## src/hw/timer_defs.vh

```
`ifndef TIMER_DEFS_VH
`define TIMER_DEFS_VH

`define ADDR_CTRL0    4'h0
`define ADDR_CTRL1    4'h1
`define ADDR_CTRL2    4'h2
`define ADDR_CNT_LO   4'h3
`define ADDR_CNT_HI   4'h4
`define ADDR_CMPA_LO  4'h5
`define ADDR_CMPA_HI  4'h6
`define ADDR_CMPB_LO  4'h7
`define ADDR_CMPB_HI  4'h8
`define ADDR_FLAGS    4'h9

`define CTRL_RESET    8'h00

// control 0 fields
`define C0_PAUSE      7
`define C0_CKSEL_HI   6
`define C0_CKSEL_LO   4
`define C0_ON         3
`define C0_PER_HI     2
`define C0_PER_LO     0

// control 1 / control 2 fields (same layout for both channels)
`define C1_MODE_HI    7
`define C1_MODE_LO    6
`define C1_FUNC_HI    5
`define C1_FUNC_LO    4
`define C1_OUTCTL     3
`define C1_POL        2
`define C1_DIR        1
`define C1_CCLR       0

// flag register bits
`define FL_A          0
`define FL_B          1
`define FL_P          2

`define MODE_CMP      2'h0
`define MODE_CAP      2'h1
`define MODE_PWM      2'h2
`define MODE_TMR      2'h3

`define CK_SYS4       3'h0
`define CK_SYS        3'h1
`define CK_H16        3'h2
`define CK_H64        3'h3
`define CK_TBC        3'h4
`define CK_UNDEF      3'h5
`define CK_PIN_RISE   3'h6
`define CK_PIN_FALL   3'h7

`define DIV_SYS4      4
`define DIV_H16       16
`define DIV_H64       64

`endif

```

## src/hw/enhanced_timer.v

```verilog
`timescale 1ns/1ps
`default_nettype none
`include "timer_defs.vh"

module enhanced_timer #(
  parameter CNT_W = 10
) (
  input  wire             clk_sys_in,
  input  wire             nrst_in,
  input  wire [3:0]       addr_in,
  input  wire [7:0]       wdata_in,
  input  wire             wr_in,
  input  wire             rd_in,
  output reg  [7:0]       rdata_out,
  input  wire             external_timer_clock_pin_in,
  input  wire             time_base_clock_in,
  input  wire             channel_a_pin_in,
  output reg              channel_a_pin_out,
  output reg              channel_a_pin_oe_out,
  output reg              channel_b_pin0_out,
  output reg              channel_b_pin0_oe_out
);

  reg  [7:0]       ctrl0_reg;
  reg  [7:0]       ctrl1_reg;
  reg  [7:0]       ctrl2_reg;
  reg  [CNT_W-1:0] cnt_reg;
  reg  [CNT_W-1:0] cmp_a_reg;
  reg  [CNT_W-1:0] cmp_b_reg;
  reg  [2:0]       flags_reg;
  reg              on_prev_reg;
  reg  [5:0]       div_reg;
  reg  [2:0]       ext_sync_reg;
  reg  [2:0]       tbc_sync_reg;
  reg  [2:0]       cap_sync_reg;
  reg              a_lvl_reg;
  reg              b_lvl_reg;

  wire       pause        = ctrl0_reg[`C0_PAUSE];
  wire [2:0] clock_select_field = ctrl0_reg[`C0_CKSEL_HI:`C0_CKSEL_LO];
  wire       counter_on_bit = ctrl0_reg[`C0_ON];
  wire [2:0] period_field = ctrl0_reg[`C0_PER_HI:`C0_PER_LO];
  wire [1:0] a_mode       = ctrl1_reg[`C1_MODE_HI:`C1_MODE_LO];
  wire [1:0] a_func       = ctrl1_reg[`C1_FUNC_HI:`C1_FUNC_LO];
  wire       a_outctl     = ctrl1_reg[`C1_OUTCTL];
  wire       a_pol        = ctrl1_reg[`C1_POL];
  wire       counter_clear_select = ctrl1_reg[`C1_CCLR];
  wire [1:0] b_mode       = ctrl2_reg[`C1_MODE_HI:`C1_MODE_LO];
  wire [1:0] b_func       = ctrl2_reg[`C1_FUNC_HI:`C1_FUNC_LO];
  wire       b_outctl     = ctrl2_reg[`C1_OUTCTL];
  wire       b_pol        = ctrl2_reg[`C1_POL];

  // counter only counts up in this build
  wire       direction_flag = 1'b0;

  // pure write decode, reused for every writable register
  function wr_hit;
    input [3:0] a;
    input [3:0] target;
    input       w;
    begin
      wr_hit = w && (a == target);
    end
  endfunction

  // next output level for compare action on a match
  function cmp_action;
    input [1:0] func;
    input       cur;
    begin
      case (func)
        2'h0:    cmp_action = cur;
        2'h1:    cmp_action = 1'b0;
        2'h2:    cmp_action = 1'b1;
        default: cmp_action = ~cur;
      endcase
    end
  endfunction

  // internal clock enables; high clock taken as the system clock here
  wire sys4_en = (div_reg[1:0] == 2'h3);
  wire h16_en  = (div_reg[3:0] == 4'hF);
  wire h64_en  = (div_reg == 6'h3F);
  // second flop onward only; the first stage is never looked at
  wire ext_rise = ext_sync_reg[1] & ~ext_sync_reg[2];
  wire ext_fall = ~ext_sync_reg[1] & ext_sync_reg[2];
  wire tbc_rise = tbc_sync_reg[1] & ~tbc_sync_reg[2];
  wire cap_rise = cap_sync_reg[1] & ~cap_sync_reg[2];
  wire cap_fall = ~cap_sync_reg[1] & cap_sync_reg[2];

  reg clk_sel_en;
  always @*
  begin
    case (clock_select_field)
      `CK_SYS4:     clk_sel_en = sys4_en;
      `CK_SYS:      clk_sel_en = 1'b1;
      `CK_H16:      clk_sel_en = h16_en;
      `CK_H64:      clk_sel_en = h64_en;
      `CK_TBC:      clk_sel_en = tbc_rise;
      `CK_PIN_RISE: clk_sel_en = ext_rise;
      `CK_PIN_FALL: clk_sel_en = ext_fall;
      default:      clk_sel_en = 1'b0;
    endcase
  end

  wire on_rise = counter_on_bit & ~on_prev_reg;
  wire tick    = counter_on_bit & ~pause & clk_sel_en & ~on_rise;
  wire [CNT_W-1:0] cnt_inc = cnt_reg + {{(CNT_W-1){1'b0}}, 1'b1};

  // compare matches are judged on the value being left, the period match on the value entered, so a nonzero period p gives p*128
  wire match_a   = tick && (cnt_reg == cmp_a_reg);
  wire match_b   = tick && (cnt_reg == cmp_b_reg);
  wire overflow  = tick && (cnt_reg == {CNT_W{1'b1}});
  wire match_p   = tick && ((period_field == 3'h0) ? overflow
                   : (cnt_inc[CNT_W-1:CNT_W-3] == period_field));
  wire single    = (a_mode == `MODE_PWM) && (a_func == 2'h3);
  wire capture   = (a_mode == `MODE_CAP);
  // capture ignores the clear select and always clears on period match
  wire clr_by_a  = counter_clear_select && !capture && (a_mode != `MODE_PWM);
  wire clr_hit   = clr_by_a ? match_a : match_p;
  wire flag_p_ev = match_p && !clr_by_a;

  reg cap_ev;
  always @*
  begin
    case (a_func)
      2'h0:    cap_ev = cap_rise;
      2'h1:    cap_ev = cap_fall;
      2'h2:    cap_ev = cap_rise | cap_fall;
      default: cap_ev = 1'b0;
    endcase
    cap_ev = cap_ev & capture & counter_on_bit;
  end

  wire flag_a_ev = capture ? cap_ev : match_a;
  wire [2:0] flag_set;
  assign flag_set[`FL_A] = flag_a_ev;
  assign flag_set[`FL_B] = match_b;
  assign flag_set[`FL_P] = flag_p_ev;

  always @(posedge clk_sys_in or negedge nrst_in)
  begin
    if (!nrst_in)
    begin
      div_reg      <= 6'h00;
      ext_sync_reg <= 3'h0;
      tbc_sync_reg <= 3'h0;
      cap_sync_reg <= 3'h0;
      on_prev_reg  <= 1'b0;
    end
    else
    begin
      div_reg      <= div_reg + 6'h01;
      ext_sync_reg <= {ext_sync_reg[1:0], external_timer_clock_pin_in};
      tbc_sync_reg <= {tbc_sync_reg[1:0], time_base_clock_in};
      cap_sync_reg <= {cap_sync_reg[1:0], channel_a_pin_in};
      on_prev_reg  <= counter_on_bit;
    end
  end

  // register writes and hardware updates
  always @(posedge clk_sys_in or negedge nrst_in)
  begin
    if (!nrst_in)
    begin
      ctrl0_reg <= `CTRL_RESET;
      ctrl1_reg <= `CTRL_RESET;
      ctrl2_reg <= `CTRL_RESET;
      cmp_a_reg <= {CNT_W{1'b0}};
      cmp_b_reg <= {CNT_W{1'b0}};
      flags_reg <= 3'h0;
    end
    else
    begin
      if (wr_hit(addr_in, `ADDR_CTRL0, wr_in))
        ctrl0_reg <= wdata_in;
      else if (single && match_a)
        ctrl0_reg[`C0_ON] <= 1'b0;
      if (wr_hit(addr_in, `ADDR_CTRL1, wr_in))
        ctrl1_reg <= {wdata_in[7:2], 1'b0, wdata_in[0]};
      if (wr_hit(addr_in, `ADDR_CTRL2, wr_in))
        ctrl2_reg <= {wdata_in[7:2], 1'b0, wdata_in[0]};
      if (wr_hit(addr_in, `ADDR_CMPA_LO, wr_in))
        cmp_a_reg[7:0] <= wdata_in;
      if (wr_hit(addr_in, `ADDR_CMPA_HI, wr_in))
        cmp_a_reg[CNT_W-1:8] <= wdata_in[CNT_W-9:0];
      if (cap_ev)
        cmp_a_reg <= cnt_reg;
      if (wr_hit(addr_in, `ADDR_CMPB_LO, wr_in))
        cmp_b_reg[7:0] <= wdata_in;
      if (wr_hit(addr_in, `ADDR_CMPB_HI, wr_in))
        cmp_b_reg[CNT_W-1:8] <= wdata_in[CNT_W-9:0];
      // write one to clear; a new event in the same cycle wins
      if (wr_hit(addr_in, `ADDR_FLAGS, wr_in))
        flags_reg <= (flags_reg & ~wdata_in[2:0]) | flag_set;
      else
        flags_reg <= flags_reg | flag_set;
    end
  end

  // counter
  always @(posedge clk_sys_in or negedge nrst_in)
  begin
    if (!nrst_in)
      cnt_reg <= {CNT_W{1'b0}};
    else if (on_rise)
      cnt_reg <= {CNT_W{1'b0}};
    else if (tick)
    begin
      if (clr_hit && !single)
        cnt_reg <= {CNT_W{1'b0}};
      else
        cnt_reg <= cnt_inc;
    end
  end

  // channel levels before polarity
  always @(posedge clk_sys_in or negedge nrst_in)
  begin
    if (!nrst_in)
    begin
      a_lvl_reg <= 1'b0;
      b_lvl_reg <= 1'b0;
    end
    else
    begin
      if (on_rise)
        a_lvl_reg <= a_outctl;
      else if (match_a)
        a_lvl_reg <= cmp_action(a_func, a_lvl_reg);
      if (on_rise)
        b_lvl_reg <= b_outctl;
      else if (match_b)
        b_lvl_reg <= cmp_action(b_func, b_lvl_reg);
    end
  end

  // PWM duty from compare A, period from the period comparator
  reg a_pin_next;
  always @*
  begin
    case (a_mode)
      `MODE_CMP: a_pin_next = a_lvl_reg;
      `MODE_PWM:
      begin
        case (a_func)
          2'h0:    a_pin_next = ~a_outctl;
          2'h1:    a_pin_next = a_outctl;
          2'h2:    a_pin_next = (cnt_reg < cmp_a_reg) ? a_outctl : ~a_outctl;
          default: a_pin_next = counter_on_bit ? a_outctl : ~a_outctl;
        endcase
      end
      default:   a_pin_next = 1'b0;
    endcase
  end

  always @(posedge clk_sys_in or negedge nrst_in)
  begin
    if (!nrst_in)
    begin
      channel_a_pin_out     <= 1'b0;
      channel_a_pin_oe_out  <= 1'b0;
      channel_b_pin0_out    <= 1'b0;
      channel_b_pin0_oe_out <= 1'b0;
    end
    else
    begin
      channel_a_pin_out     <= a_pin_next ^ a_pol;
      // no drive in capture or timer/counter mode
      channel_a_pin_oe_out  <= (a_mode == `MODE_CMP) ||
                               (a_mode == `MODE_PWM);
      channel_b_pin0_out    <= b_lvl_reg ^ b_pol;
      channel_b_pin0_oe_out <= (b_mode == `MODE_CMP);
    end
  end

  // read port, data valid the cycle after the strobe
  reg [7:0] rd_mux;
  always @*
  begin
    case (addr_in)
      `ADDR_CTRL0:   rd_mux = ctrl0_reg;
      `ADDR_CTRL1:   rd_mux = {ctrl1_reg[7:2], direction_flag,
                               ctrl1_reg[0]};
      `ADDR_CTRL2:   rd_mux = ctrl2_reg;
      `ADDR_CNT_LO:  rd_mux = cnt_reg[7:0];
      `ADDR_CNT_HI:  rd_mux = {6'h00, cnt_reg[CNT_W-1:8]};
      `ADDR_CMPA_LO: rd_mux = cmp_a_reg[7:0];
      `ADDR_CMPA_HI: rd_mux = {6'h00, cmp_a_reg[CNT_W-1:8]};
      `ADDR_CMPB_LO: rd_mux = cmp_b_reg[7:0];
      `ADDR_CMPB_HI: rd_mux = {6'h00, cmp_b_reg[CNT_W-1:8]};
      `ADDR_FLAGS:   rd_mux = {5'h00, flags_reg};
      default:       rd_mux = 8'h00;
    endcase
  end

  always @(posedge clk_sys_in or negedge nrst_in)
  begin
    if (!nrst_in)
      rdata_out <= 8'h00;
    else if (rd_in)
      rdata_out <= rd_mux;
    else
      rdata_out <= 8'h00;
  end

endmodule // enhanced_timer

`default_nettype wire

```

## config.mk

```make
export PLATFORM = sky130hd
export DESIGN_NAME = enhanced_timer
export DESIGN_NICKNAME = d
export VERILOG_FILES = /design/src/hw/enhanced_timer.v
export VERILOG_INCLUDE_DIRS = /design/src /design/src/hw
export SDC_FILE = /design/constraint.sdc
export NUM_CORES = 1
export LEC_CHECK = 0
export ABC_AREA = 1
export ABC_CLOCK_PERIOD_IN_PS = 1900
export BUFFER_PORTS_ARGS = -buffer_cell sky130_fd_sc_hd__buf_4
export CAP_MARGIN = 10
export CORE_ASPECT_RATIO = 0.75
export CORE_MARGIN = 4
export CORE_UTILIZATION = 56
export DETAILED_ROUTE_END_ITERATION = 10
export PLACE_DENSITY = 0.86
export SLEW_MARGIN = 5
export SYNTH_ARGS = -nofsm -noshare
export SYNTH_HDL_FRONTEND = slang
export SYNTH_SLANG_ARGS = --single-unit
```

## constraint.sdc

```tcl
create_clock -name clk_sys_in -period 1.9 [get_ports clk_sys_in]
set_input_delay 0.095 -clock clk_sys_in [delete_from_list [all_inputs] [get_ports clk_sys_in]]
set_output_delay 0.095 -clock clk_sys_in [all_outputs]
set_load 0.05 [all_outputs]
```

==> results.yml <==
placement:
  place_congestion: 0.9920
  place_area_um2: 5050
  hpwl_um: 9947
  io_buffers: 30
logic_synthesis:
  synthTopCellsByArea: "dfrtp_1 46%, nand2_1 13%, inv_1 7.0%"
  muxShareOfSynthArea_pct: 0
  syn_area_um2: 4586
  syn_area_per_cell_um2: 7.906
  async_reset_ff_share_pct: 100.0
  synth_nets: 620
  synth-edff-count: 0
  synthAdderAreaFrac_pct: 5.730
  synth_area_leader_cell: "dfrtp_1"
  ys_warn_count: 0
  yosys.area_share.simple_pct: 24.88
  synth_compound_area_share_pct: 13.18
  synth_top_area_share_pct: 46.38
  synth_flop_cell: "dfrtp_1"
  synth_top_family_by_area: "simple AND/OR/NAND/NOR gates"
  yosys_register_bits: 85
  synth-xor-area-share_pct: 1.910
  syn_inst: 580
  yosysSeqAreaShare_pct: 46.38
  synthDistinctLibCells: 36
routing:
  routed_via_density: 5.935
  drc_errors: 0
  postRouteAntennaNets: 0
  routed_wl_um: 13620
  avgRoutedWirePerCell_um: 17.74
  drt_first_pass_iters: 5
  first_iter_violations: 514
  dr_total_vias: 4558
sta:
  rsz0062_at_grt: "yes"
  skew_ns: 0.01806
  worst_hold_slack_ns: 0.08663
  fin_crit_ns: 1.893
  fin_crit_sh_pct: 99.65
  setup_viol: 0
  drv_slew: 0
  slew_headroom_pct: 59.70
  finalHoldViolCount: 0
  worst_pin_slew_ns: 0.6046
  fmax_ghz: 0.5282
  tns_ns: 0
worst_setup_path:
  cp-start-kind: "register"
  worst-path-max-fanout: 4
  critical_path_class: "register to register"
  crit_start: "div_reg[0]"
  rr_startpoint: "div_reg[0]"
  critical_path_arrival_ns: 2.16
  worst_ep_required_time_ns: 2.17
  cp-end-kind: "register"
power:
  swShare_pct: 38.99
  p_per_area_nw_per_um2: 946.2
  switchingPower_mw: 2.071
  pwr-share-seq_pct: 45.0
  internal_power_mw: 3.241
  peakVddDrop_mv: 0.6097
  cellLeakagePower_nw: 2.764
  power_mw: 5.312
  p_comb_share_pct: 30.3
  clock_power_share_pct: 24.7
floorplan:
  boundaryPins: 31
  die-area_um2: 9716
  initial_core_util_pct: 57.92
  std_cell_rows: 28
  dieHeight_um: 86.37
  coreArea_um2: 7918
  die_w_um: 112.5
cts:
  worst_skew_pair.late_latency_ns: 0.38
  clk_pin_slew_ns: 0.11
  cts_tree: "done"
  numCtsBuffers: 9
  root_buffer: "clkbuf_8"
  htree_levels: 3
  clk_path_buf_depth: 2
  clock-sinks: 85
layout:
  fin_util_pct: 70.91
  drive_gt1_share_pct: 19.31
  antenna_cells: 0
  areaGrowthSynthToFinish_pct: 22.43
  fin_area_um2: 5614
  fillers: 631
  most-common-layout-cells: "149 x nand2_1, 82 x inv_1, 75 x dfrtp_1"
  layout_commonest_cell: "nand2_1"
  finalNetCount: 698
outcome:
  outcome: "finished clean"
global_routing:
  grt_pass1_vias: 4149
  grt_start_max_net_pins: 49
  overflow: 0
  antenna_found_initial: 0
  track_usage_pct: 27.76
  grt_pass1_wl_um: 21050
run:
  maxCapViolations: 0
min_path:
  min-delay-start: "wr_in"
  hold_class: "input pin to register"
## logic make-up (layout without fill, tap and decap cells)
family                     Yosys count  after routing
adders and majority gates           21             21
and+or+nand+nor                    268            269
DFF                                 85             85
AOI/OAI and AO/OA                  101            101
xor gates and xnor gates            10             10
buffers and inverters               95            177
## power by group through the flow
stage          Clock (mW)  Combinational [mW]  Sequential, mW
6_report             1.31                1.61            2.39
5_1_grt              1.41                1.75            2.42
4_1_cts              1.33                1.47            2.38
3_5_place_dp            0                1.43            2.41
3_3_place_gp            0                1.37            2.39
2_1_floorplan           0               0.825            2.49
## routing by layer
metal,part of all wire [%],up-vias,GRT usage [%]
li1,-,2043,-
met1,40,2168,39.29
met2,45,302,41.54
met3,13,45,8.234
met4,2.5,0,8.734
met5,0,-,0
## timing repair
action	in CTS	in global routing
setup endpoints to repair	14	23
hold buffers	13	0
hold endpoints to repair	62	0
cloned	0	1
pin swaps	0	13
gates resized for setup	5	36
buffers inserted	0	14
## path summary, 6_finish.rpt
| check | to | slack [ns] | cells past startpoint |
|---|---|---|---|
| max in group asynchronous | ctrl1_reg[4] | 1.02 | 3 |
| worst max-delay path | b_lvl_reg | 0.007 | 11 |
| min in group asynchronous | div_reg[5] | 0.25 | 2 |
| worst min register to register | cap_sync_reg[1] | 0.36 | 0 |
| worst min-delay path | cmp_b_reg[8] | 0.09 | 3 |
| worst max register to register | b_lvl_reg | 0.007 | 11 |
## worst max-delay path, cell delays in order (launching register included)
cell and delay, ns:
dfrtp_1 0.41, ha_2 0.22, nand2_1 0.07, nor2_2 0.11
nand3_1 0.10, nand3_2 0.11, nand4_4 0.15, inv_4 0.10
buf_4 0.11, nand3b_1 0.13, o21bai_1 0.19, nand2_1 0.07
## synthesized netlist by cell type (2+ instances only)
| library cell | instances |
|---|---|
| inv_1 | 85 |
| a221oi_1 | 2 |
| clkbuf_1 | 6 |
| dfrtp_1 | 85 |
| o22ai_1 | 14 |
| a21oi_1 | 13 |
| nor2_1 | 50 |
| buf_2 | 2 |
| ha_1 | 21 |
| o211ai_1 | 4 |
| nand4_1 | 2 |
| xnor2_1 | 2 |
| xor2_1 | 8 |
| nand2_1 | 157 |
| nand2_2 | 7 |
| nand3_1 | 34 |
| nor2_2 | 2 |
| nor3_1 | 7 |
| o21ai_0 | 47 |
| nor2_4 | 2 |
| nor3b_1 | 2 |
| a31oi_1 | 2 |
| a2111oi_0 | 2 |
| o21bai_1 | 3 |
| o221ai_1 | 8 |
| nor4_1 | 2 |
| o2111ai_1 | 2 |
## per-stage QoR
| step | cells | worst slack [ns] |
|---|---|---|
| floorplan | 580 | 0.2024 |
| global placement | 724 | 0.06428 |
| detailed placement | 724 | -0.04060 |
| CTS | 753 | 0.01399 |
| global route | 768 | -0.1024 |
| finish | 768 | 0.006713 |
## area by class of cell
class	count	area, µm²	share of cell area, %
Multi-Input combinational cell	401	2206	39.29
Clock buffer	9	123.9	2.206
Timing Repair Buffer	75	608.1	10.83
Inverter	86	329.1	5.861
Tap cell	105	131.4	2.340
Clock inverter	7	76.32	1.359
Sequential cell	85	2140	38.11
(Power assumes the default switching activity.)
